$ cat src/uer_pkg.sv
// Constants and types for the endpoint register logic
package uer_pkg;
  // ----------------------------------------
  // I/O register offsets
  // ----------------------------------------
  localparam logic [7:0] ADDR_FUNC = 8'h10;
  localparam logic [7:0] ADDR_EP0_CNT = 8'h11;
  localparam logic [7:0] ADDR_EP0_MODE = 8'h12;
  localparam logic [7:0] ADDR_EP1_CNT = 8'h13;
  localparam logic [7:0] ADDR_EP1_MODE = 8'h14;
  localparam logic [7:0] ADDR_EP2_CNT = 8'h15;
  localparam logic [7:0] ADDR_EP2_MODE = 8'h16;
  // ----------------------------------------
  // Endpoint buffer memory windows
  // ----------------------------------------
  localparam logic [7:0] BUF_EP2_BASE = 8'he8;
  localparam logic [7:0] BUF_EP1_BASE = 8'hf0;
  localparam logic [7:0] BUF_EP0_BASE = 8'hf8;
  localparam logic [7:0] BUF_LOCK_LO = 8'he0;
  localparam logic [7:0] BUF_LOCK_LO_END = 8'he7;
  localparam logic [7:0] BUF_LOCK_HI = 8'hf8;
  // ----------------------------------------
  // Field positions and reset values
  // ----------------------------------------
  localparam int ADDR_EN_BIT = 7;
  localparam int SETUP_BIT = 7;
  localparam int IN_BIT = 6;
  localparam int OUT_BIT = 5;
  localparam int ACK_BIT = 4;
  localparam int TOGGLE_BIT = 7;
  localparam int VALID_BIT = 6;
  localparam logic [7:0] REG_RESET = 8'h00;
  localparam logic [7:0] EP12_MODE_MASK = 8'h1f;
  localparam logic [3:0] MAX_COUNT = 4'h8;
  // ----------------------------------------
  // Timing
  // ----------------------------------------
  localparam int CLK_NS = 100;
  localparam int BUS_RESET_NS = 8000;
  localparam int BUS_RESET_CYC = BUS_RESET_NS / CLK_NS + 1;
  // ----------------------------------------
  // Types
  // ----------------------------------------
  typedef enum logic [1:0] {
    TOK_SETUP,
    TOK_IN,
    TOK_OUT
  } uer_tok_t;
  // End-of-transaction report from the serial engine
  typedef struct packed {
    logic [1:0] ep;
    uer_tok_t tok;
    logic acked;
    logic data_valid;
    logic [3:0] count;
    logic toggle;
  } uer_txn_t;
  // Byte written by the engine into an endpoint buffer
  typedef struct packed {
    logic [1:0] ep;
    logic [2:0] idx;
    logic [7:0] data;
  } uer_wbyte_t;
endpackage

$ cat src/uer_ep_mem.sv
// Three eight-byte endpoint buffers with registered read data
`timescale 1ns/1ps
module uer_ep_mem #(
  parameter int EPS = 3,
  parameter int DEPTH = 8
) (
  // Clock
  input wire logic core_clk,
  // Write port
  input wire logic we,
  input wire logic [1:0] wep,
  input wire logic [2:0] widx,
  input wire logic [7:0] wdata,
  // Read port
  input wire logic [1:0] rep,
  input wire logic [2:0] ridx,
  output logic [7:0] rdata
);
  logic [7:0] mem [EPS*DEPTH];
  wire [4:0] waddr = 5'(wep * DEPTH + widx);
  wire [4:0] raddr = 5'(rep * DEPTH + ridx);

  always_ff @(posedge core_clk) begin
    if (we) begin
      mem[waddr] <= wdata;
    end
    rdata <= mem[raddr];
  end
endmodule

$ cat src/uer_top.sv
// Endpoint register logic for a low-speed USB function
// ----------------------------------------
// Overview of operation
// - Address register clears on reset, bus reset
// - Address matching only when enable bit set
// - Each endpoint has eight-byte buffer
// - Endpoint zero handles setup, IN, OUT
// - Mode registers clear on reset
// - Sticky token flags; firmware clears them
// - Endpoints one, two keep no token flags
// - Acknowledge flag set on ACKed transaction
// - Setup flag held until first read
// - Endpoint zero engine update locks its register writes until read
// - Setup flag blocks buffer writes E0-E7, F8-FF
// - Low mode bits select endpoint response
// - Counter low bits give IN byte count
// - Data-valid applies to OUT, setup only
// - Counter top bit holds data toggle
// - Bus reset after SE0 over 8 us
// ----------------------------------------
`timescale 1ns/1ps
module uer_top #(
  parameter int BUS_RESET_CYC = uer_pkg::BUS_RESET_CYC
) (
  // Clock and reset
  input wire logic core_clk,
  input wire logic srst,
  // Processor I/O port
  input wire logic io_wr,
  input wire logic io_rd,
  input wire logic [7:0] io_addr,
  input wire logic [7:0] io_wdata,
  output logic [7:0] io_rdata,
  // Processor data memory port into the buffers
  input wire logic mem_wr,
  input wire logic [7:0] mem_addr,
  input wire logic [7:0] mem_wdata,
  input wire logic mem_rd,
  output logic [7:0] mem_rdata,
  // Bus line levels
  input wire logic dp_pin,
  input wire logic dm_pin,
  // Serial engine: setup data phase start and ACK start
  input wire logic setup_data_start,
  input wire logic setup_ack_start,
  // Serial engine: end-of-transaction report
  input wire logic txn_valid,
  input wire uer_pkg::uer_txn_t txn,
  // Serial engine: received bytes, buffered one at a time (ready only while buffer empty)
  input wire logic rx_valid,
  input wire uer_pkg::uer_wbyte_t rx_byte,
  output logic rx_ready,
  // Serial engine view of the registers
  output logic addr_match_en,
  output logic [6:0] func_addr,
  output logic [3:0] ep0_resp,
  output logic [3:0] ep1_resp,
  output logic [3:0] ep2_resp,
  output logic bus_reset
);
  // ----------------------------------------
  // Pin synchronisers and bus reset detect
  // ----------------------------------------
  logic [1:0] dp_sync_reg, dm_sync_reg;
  logic [15:0] se0_cnt_reg;
  logic bus_reset_reg;
  wire se0 = !dp_sync_reg[1] && !dm_sync_reg[1];
  wire se0_long = se0_cnt_reg >= 16'(BUS_RESET_CYC);

  always_ff @(posedge core_clk) begin
    dp_sync_reg <= {dp_sync_reg[0], dp_pin};
    dm_sync_reg <= {dm_sync_reg[0], dm_pin};
    if (srst || !se0) begin
      se0_cnt_reg <= 16'h0000;
    end else if (!se0_long) begin
      se0_cnt_reg <= se0_cnt_reg + 16'h0001;
    end
    bus_reset_reg <= !srst && se0_long;
  end

  // ----------------------------------------
  // Decode
  // ----------------------------------------
  wire wr_func = io_wr && io_addr == uer_pkg::ADDR_FUNC;
  wire wr_mode0 = io_wr && io_addr == uer_pkg::ADDR_EP0_MODE;
  wire rd_mode0 = io_rd && io_addr == uer_pkg::ADDR_EP0_MODE;
  wire wr_cnt0 = io_wr && io_addr == uer_pkg::ADDR_EP0_CNT;
  wire [2:0] wr_cnt = {io_wr && io_addr == uer_pkg::ADDR_EP2_CNT,
                       io_wr && io_addr == uer_pkg::ADDR_EP1_CNT, wr_cnt0};
  wire [2:0] wr_mode = {io_wr && io_addr == uer_pkg::ADDR_EP2_MODE,
                        io_wr && io_addr == uer_pkg::ADDR_EP1_MODE, wr_mode0};

  // ----------------------------------------
  // Registers
  // ----------------------------------------
  logic [7:0] func_reg;
  logic [7:0] mode_reg [3];
  logic [7:0] cnt_reg [3];
  logic lock_reg;
  logic setup_hold_reg;
  logic setup_protect_reg;
  wire setup_flag = mode_reg[0][uer_pkg::SETUP_BIT];
  wire [1:0] tep = txn.ep;
  wire txn_ok = txn_valid && tep < 2'd3;

  always_ff @(posedge core_clk) begin
    if (srst || bus_reset_reg) begin
      func_reg <= uer_pkg::REG_RESET;
    end else if (wr_func) begin
      func_reg <= io_wdata;
    end
  end

  // Setup interval: held from data phase to ACK, then protected until read
  always_ff @(posedge core_clk) begin
    if (srst) begin
      setup_hold_reg <= 1'b0;
      setup_protect_reg <= 1'b0;
    end else begin
      if (setup_data_start) begin
        setup_hold_reg <= 1'b1;
      end else if (setup_ack_start) begin
        setup_hold_reg <= 1'b0;
      end
      if (setup_data_start) begin
        setup_protect_reg <= 1'b1;
      end else if (rd_mode0 && !setup_hold_reg) begin
        setup_protect_reg <= 1'b0;
      end
    end
  end

  // Lock set by endpoint zero engine update, lifted by later read; set wins
  always_ff @(posedge core_clk) begin
    if (srst) begin
      lock_reg <= 1'b0;
    end else if (txn_ok && tep == 2'd0) begin
      lock_reg <= 1'b1;
    end else if (rd_mode0) begin
      lock_reg <= 1'b0;
    end
  end

  genvar g;
  generate
    for (g = 0; g < 3; g++) begin : g_ep
      wire eng = txn_ok && tep == 2'(g);
      wire [7:0] keep = (g == 0) ? 8'hff : uer_pkg::EP12_MODE_MASK;
      logic [7:0] mode_next;
      logic [7:0] cnt_next;
      always_comb begin
        mode_next = mode_reg[g];
        cnt_next = cnt_reg[g];
        if (wr_mode[g] && !(g == 0 && lock_reg)) begin
          mode_next = io_wdata & keep;
          if (g == 0 && (setup_hold_reg || setup_protect_reg)) begin
            mode_next[uer_pkg::SETUP_BIT] = 1'b1;
          end
        end
        if (g == 0 && setup_hold_reg) begin
          mode_next[uer_pkg::SETUP_BIT] = 1'b1;
        end
        if (wr_cnt[g] && !(g == 0 && lock_reg)) begin
          cnt_next = io_wdata;
        end
        if (eng) begin
          if (txn.acked) begin
            mode_next[uer_pkg::ACK_BIT] = 1'b1;
          end
          if (g == 0) begin
            unique case (txn.tok)
              uer_pkg::TOK_SETUP: mode_next[uer_pkg::SETUP_BIT] = 1'b1;
              uer_pkg::TOK_IN: mode_next[uer_pkg::IN_BIT] = 1'b1;
              uer_pkg::TOK_OUT: mode_next[uer_pkg::OUT_BIT] = 1'b1;
              default: mode_next = mode_next;
            endcase
          end
          if (txn.tok != uer_pkg::TOK_IN) begin
            cnt_next[uer_pkg::VALID_BIT] = txn.data_valid;
            cnt_next[3:0] = txn.count;
            cnt_next[uer_pkg::TOGGLE_BIT] = txn.toggle;
          end
        end
      end
      always_ff @(posedge core_clk) begin
        if (srst) begin
          mode_reg[g] <= uer_pkg::REG_RESET;
          cnt_reg[g] <= uer_pkg::REG_RESET;
        end else begin
          mode_reg[g] <= mode_next;
          cnt_reg[g] <= cnt_next;
        end
      end
    end
  endgenerate

  // ----------------------------------------
  // Two-slot buffer for engine bytes, taking a new byte only when empty
  // ----------------------------------------
  uer_pkg::uer_wbyte_t fifo_reg [2];
  logic [1:0] fifo_cnt_reg;
  logic rd_ptr_reg, wr_ptr_reg;
  wire [7:0] buf_addr = mem_addr;
  wire in_ep0 = buf_addr >= uer_pkg::BUF_LOCK_HI;
  wire in_ep1 = buf_addr >= uer_pkg::BUF_EP1_BASE && !in_ep0;
  wire in_ep2 = buf_addr >= uer_pkg::BUF_EP2_BASE && buf_addr < uer_pkg::BUF_EP1_BASE;
  wire in_lock = (buf_addr >= uer_pkg::BUF_LOCK_LO && buf_addr <= uer_pkg::BUF_LOCK_LO_END) || in_ep0;
  wire cpu_buf_wr = mem_wr && (in_ep0 || in_ep1 || in_ep2) && !(setup_flag && in_lock);
  wire [1:0] cpu_ep = in_ep0 ? 2'd0 : (in_ep1 ? 2'd1 : 2'd2);
  wire fifo_out_valid = fifo_cnt_reg != 2'd0;
  wire fifo_pop = fifo_out_valid && !cpu_buf_wr;
  wire fifo_push = rx_valid && rx_ready;
  uer_pkg::uer_wbyte_t head;
  assign head = fifo_reg[rd_ptr_reg];

  always_ff @(posedge core_clk) begin
    if (srst) begin
      fifo_cnt_reg <= 2'd0;
      rd_ptr_reg <= 1'b0;
      wr_ptr_reg <= 1'b0;
      rx_ready <= 1'b0;
    end else begin
      if (fifo_push) begin
        fifo_reg[wr_ptr_reg] <= rx_byte;
        wr_ptr_reg <= !wr_ptr_reg;
      end
      if (fifo_pop) begin
        rd_ptr_reg <= !rd_ptr_reg;
      end
      fifo_cnt_reg <= fifo_cnt_reg + 2'(fifo_push) - 2'(fifo_pop);
      rx_ready <= (fifo_cnt_reg + 2'(fifo_push) - 2'(fifo_pop)) == 2'd0;
    end
  end

  // ----------------------------------------
  // Endpoint buffers
  // ----------------------------------------
  uer_ep_mem #(.EPS(3), .DEPTH(8)) u_mem (
    .core_clk(core_clk),
    .we(cpu_buf_wr || fifo_pop),
    .wep(cpu_buf_wr ? cpu_ep : head.ep),
    .widx(cpu_buf_wr ? buf_addr[2:0] : head.idx),
    .wdata(cpu_buf_wr ? mem_wdata : head.data),
    .rep(cpu_ep),
    .ridx(buf_addr[2:0]),
    .rdata(mem_rdata)
  );

  // ----------------------------------------
  // Read data and engine outputs
  // ----------------------------------------
  logic [7:0] rd_mux;
  always_comb begin
    unique case (io_addr)
      uer_pkg::ADDR_FUNC: rd_mux = func_reg;
      uer_pkg::ADDR_EP0_CNT: rd_mux = cnt_reg[0];
      uer_pkg::ADDR_EP0_MODE: rd_mux = mode_reg[0];
      uer_pkg::ADDR_EP1_CNT: rd_mux = cnt_reg[1];
      uer_pkg::ADDR_EP1_MODE: rd_mux = mode_reg[1];
      uer_pkg::ADDR_EP2_CNT: rd_mux = cnt_reg[2];
      uer_pkg::ADDR_EP2_MODE: rd_mux = mode_reg[2];
      default: rd_mux = 8'h00;
    endcase
  end

  always_ff @(posedge core_clk) begin
    if (srst) begin
      io_rdata <= 8'h00;
      addr_match_en <= 1'b0;
      func_addr <= 7'h00;
      ep0_resp <= 4'h0;
      ep1_resp <= 4'h0;
      ep2_resp <= 4'h0;
      bus_reset <= 1'b0;
    end else begin
      io_rdata <= io_rd ? rd_mux : 8'h00;
      addr_match_en <= func_reg[uer_pkg::ADDR_EN_BIT];
      func_addr <= func_reg[6:0];
      ep0_resp <= mode_reg[0][3:0];
      ep1_resp <= mode_reg[1][3:0];
      ep2_resp <= mode_reg[2][3:0];
      bus_reset <= bus_reset_reg;
    end
  end
endmodule

$ cat config.mk
export PLATFORM = sky130hd
export DESIGN_NAME = uer_top
export DESIGN_NICKNAME = d
export VERILOG_FILES = /design/src/uer_pkg.sv /design/src/uer_ep_mem.sv /design/src/uer_top.sv
export SDC_FILE = /design/constraint.sdc
export NUM_CORES = 1
export LEC_CHECK = 0
export ABC_AREA = 1
export BUFFER_PORTS_ARGS = -buffer_cell sky130_fd_sc_hd__buf_2
export CAP_MARGIN = 20
export CORE_MARGIN = 2
export CORE_UTILIZATION = 50
export DETAILED_ROUTE_END_ITERATION = 10
export MAX_ROUTING_LAYER = met4
export PLACE_DENSITY = 0.68
export SETUP_SLACK_MARGIN = 0.05
export SLEW_MARGIN = 40
export SYNTH_ARGS = -nofsm -noshare
export SYNTH_HDL_FRONTEND = slang
export SYNTH_SLANG_ARGS = --single-unit
$ cat constraint.sdc
create_clock -name core_clk -period 2.5 [get_ports core_clk]
set_input_delay 0.25 -clock core_clk [delete_from_list [all_inputs] [get_ports core_clk]]
set_output_delay 0.25 -clock core_clk [all_outputs]
set_load 0.03 [all_outputs]
==> flow_metrics.env <==
export IMPL_outcome="complete, no violations"
export IMPL_routedWlPerCell_um=17.3
export IMPL_tightestPinTransition_ps=699
export IMPL_crit_type="flip-flop to flip-flop"
export IMPL_endpoint="u_mem.mem[5][0]"
export IMPL_worstReg2RegStart="mode_reg[0][7]"
export IMPL_drc=0
export IMPL_crit_chain="inv_1, nor2_1, nand2_2, nand3_4, nand2_1, nand2_1, nand3_1, nor2_1, buf_4"
export IMPL_power_switching_w=0.00339
export IMPL_wl_met3_um=1960
export IMPL_path_clk_slew_ps=60
export IMPL_cellLeakagePower_nw=6.22
export IMPL_h_tree_depth=2
export IMPL_final_fill_count=2207
export IMPL_wl_met2_um=16200
export IMPL_synth_seq_cells=335
export IMPL_synth_area_leaders="edfxtp_1 (48%), dfxtp_1 (17%), nor2_1 (8.1%)"
export IMPL_yosysUniqueCellTypes=38
export IMPL_final_cells=1917
export IMPL_synth_top_cell_area_share_pct=47.6
export IMPL_antenna_found_initial=0
export IMPL_synth_nets=1462
export IMPL_worstPathMaxFanout=13
export IMPL_worstSetupStartpointType="flip-flop"
export IMPL_fp_dieArea_mm2=0.0288
export IMPL_crit_path_top_delay_cell="dfxtp_1"
export IMPL_worstSetupEndpointType="flip-flop"
export IMPL_wl_met1_um=13800
export IMPL_fin_setup_tns_ps=0
export IMPL_min_period_ps=2160
export IMPL_clockPowerShare_pct=39.0
export IMPL_multi_input_area_mm2=0.00415
export IMPL_top_layer="met4"
export IMPL_cts_resized=0
export IMPL_dieWidth_um=170
export IMPL_yosysWarnings=0
export IMPL_drt_initial_drc_count=772
export IMPL_slew_viol_final=0
export IMPL_critPathRequiredTime_ps=2700
export IMPL_powerDensity_mw_per_mm2=825
export IMPL_dpl_cell_count=1831
export IMPL_grt_pass1_wl_um=51300
export IMPL_core_mm2=0.0270
export IMPL_r2r_slack_ps=340
export IMPL_drt_pass1_iterations=5
export IMPL_seq_area_mm2=0.00889
export IMPL_startpoint="mode_reg[0][7]"
export IMPL_skew_ps=29.2
export IMPL_cp_slowest_stage_delay_ps=440
export IMPL_io_pins=106
export IMPL_yosysSeqAreaShare_pct=64.7
export IMPL_irDropWorstVdd_mv=0.457
export IMPL_die_height_um=170
export IMPL_cts_sinks=335
export IMPL_largest_reg_flops=192
export IMPL_combPwrFrac_pct=12.8
export IMPL_p_int_w=0.0100
export IMPL_grt_max_degree=49
export IMPL_drt_total_wl_um=33200
export IMPL_dp_hpwl_um=21600
export IMPL_cts_root_buf="clkbuf_16"
export IMPL_worstPathArrival_ps=2360
export IMPL_grt_remaining_overflow=0
export IMPL_ant_nets=0
export IMPL_rsz0062_at_grt="no"
export IMPL_drive_gt1_share_pct=16.9
export IMPL_clock_latency_ps=520
export IMPL_switching_share_pct=25.3
export IMPL_num_vias=10300
export IMPL_hold_viol_final=0
export IMPL_postCtsSetupRepairBufs=0
export IMPL_power_frac_seq_pct=48.2
export IMPL_syn_inst=1389
export IMPL_cts_buffer_depth=3
export IMPL_syn_area_mm2=0.0137
export IMPL_maxCapViolations=0
export IMPL_cts_tree="built"
export IMPL_setup_violations_final=0
export IMPL_reg2reg_to="u_mem.mem[5][0]"
export IMPL_syn_avg_cell_area_um2=9.90
export IMPL_max_freq_mhz=463
export IMPL_routed_via_density=5.36
export IMPL_cts_inserted_buffers=36
export IMPL_area_growth_syn_to_layout_pct=18.2
export IMPL_num_rows=60
export IMPL_io_buffers=104
export IMPL_cts_hold_buffers=20
export IMPL_final_nets=1621
export IMPL_gp_congestion=0.889
export IMPL_post_synth_top_area_cell="edfxtp_1"
export IMPL_relSlewSlack_pct=53.2
export IMPL_fin_crit_sh_pct=86.5
export IMPL_grt_pass1_vias=9844
export IMPL_grt_usage_pct=23.7
export IMPL_r2r_cells=9
export IMPL_initial_utilization_pct=51.0
export IMPL_hold_class="input port to flip-flop"
## final cells by class
cell class	instances	area share, %
well taps	341	2.63
clock inverters	13	0.801
inverters	117	2.73
clock buffers	52	6.44
diodes	1	0.0154
repair buffers	181	7.15
flip-flops and latches	335	54.7
multi-input cells	877	25.5
## worst min path at each step
stage	startpoint	to	slack [ps]	cells after the start
after detailed placement	dp_sync_reg[0]	dp_sync_reg[1]	310	0
after CTS	setup_ack_start	setup_hold_reg	5	4
after global placement	dm_sync_reg[0]	dm_sync_reg[1]	310	0
final	setup_ack_start	setup_hold_reg	10	4
after global routing	txn[0]	cnt_reg[0][7]	20	3
after floorplan	dm_pin	dm_sync_reg[0]	280	0
## power by group through the flow
stage	logic [W]	clock network, W	registers (W)
after global placement	0.00166	0	0.00657
after global routing	0.00189	0.00554	0.00648
after floorplan	0.000917	0	0.00662
after CTS	0.00172	0.00531	0.00646
after detailed placement	0.00168	0	0.00657
final	0.00172	0.00523	0.00646
## critical path: cells and delay by family (launching register included)
family	cells	cell delay, ps
DFF	1	440
and+or+nand+nor	7	1140
buffers and inverters	2	260
## synthesized netlist by cell type (all sizes together)
library cell and count:
a21oi 51, a31oi 9, buf 44, clkbuf 16, clkinv 2, dfxtp 117
edfxtp 218, ha 5, inv 115, nand2 181, nand3 126, nand3b 5
nand4 5, nor2 307, nor3 13, nor4 1, o211ai 13, o21ai 142
o221ai 8, o22ai 6, xnor2 2, xor2 3
## metrics by stage
stage               util, %  instance area, um2  setup WS [ps]  total power, W  hold slack (ps)
finish                 60.3               16200            339          0.0134             13.8
CTS                    60.3               16200            421          0.0135             4.70
global route           60.3               16200            260          0.0139             18.4
detailed placement     55.2               14900            329         0.00826              312
floorplan                 -               13700            449         0.00754              278
global placement       55.2               14900            386         0.00823              313
## cell families (layout without fill, tap and decap cells)
| kind of cell | Yosys count | in the layout | share of synthesized area [%] |
|---|---|---|---|
| AOI/OAI and AO/OA | 229 | 229 | 8.96 |
| xor gates and xnor gates | 5 | 5 | 0.319 |
| adders and majority gates | 5 | 5 | 0.455 |
| buffers and inverters | 177 | 363 | 5.57 |
| DFF | 335 | 335 | 64.7 |
| other | 0 | 1 | 0 |
| and+or+nand+nor | 638 | 638 | 20.0 |
## cell usage in the layout, fill, tap and decap left out, types with 13 or more instances in the layout
cell           netlist  final
o211ai_1            13     13
edfxtp_1           218    218
dlygate4sd3_1        0     20
nand3_1            115    115
nor2_1             298    298
buf_4                7     56
clkbuf_16            0     39
dfxtp_1            117    117
inv_1              108    108
o21ai_0            140    140
a21oi_1             50     50
buf_2               27    104
nand2_1            170    170
## metal layers
metal,vias up,track usage (%)
met3,91,3.56
met2,361,39.8
met5,-,-
li1,5015,-
met1,4811,29.1
met4,0,9.33
Note: power is estimated with default switching activity, not from simulation.
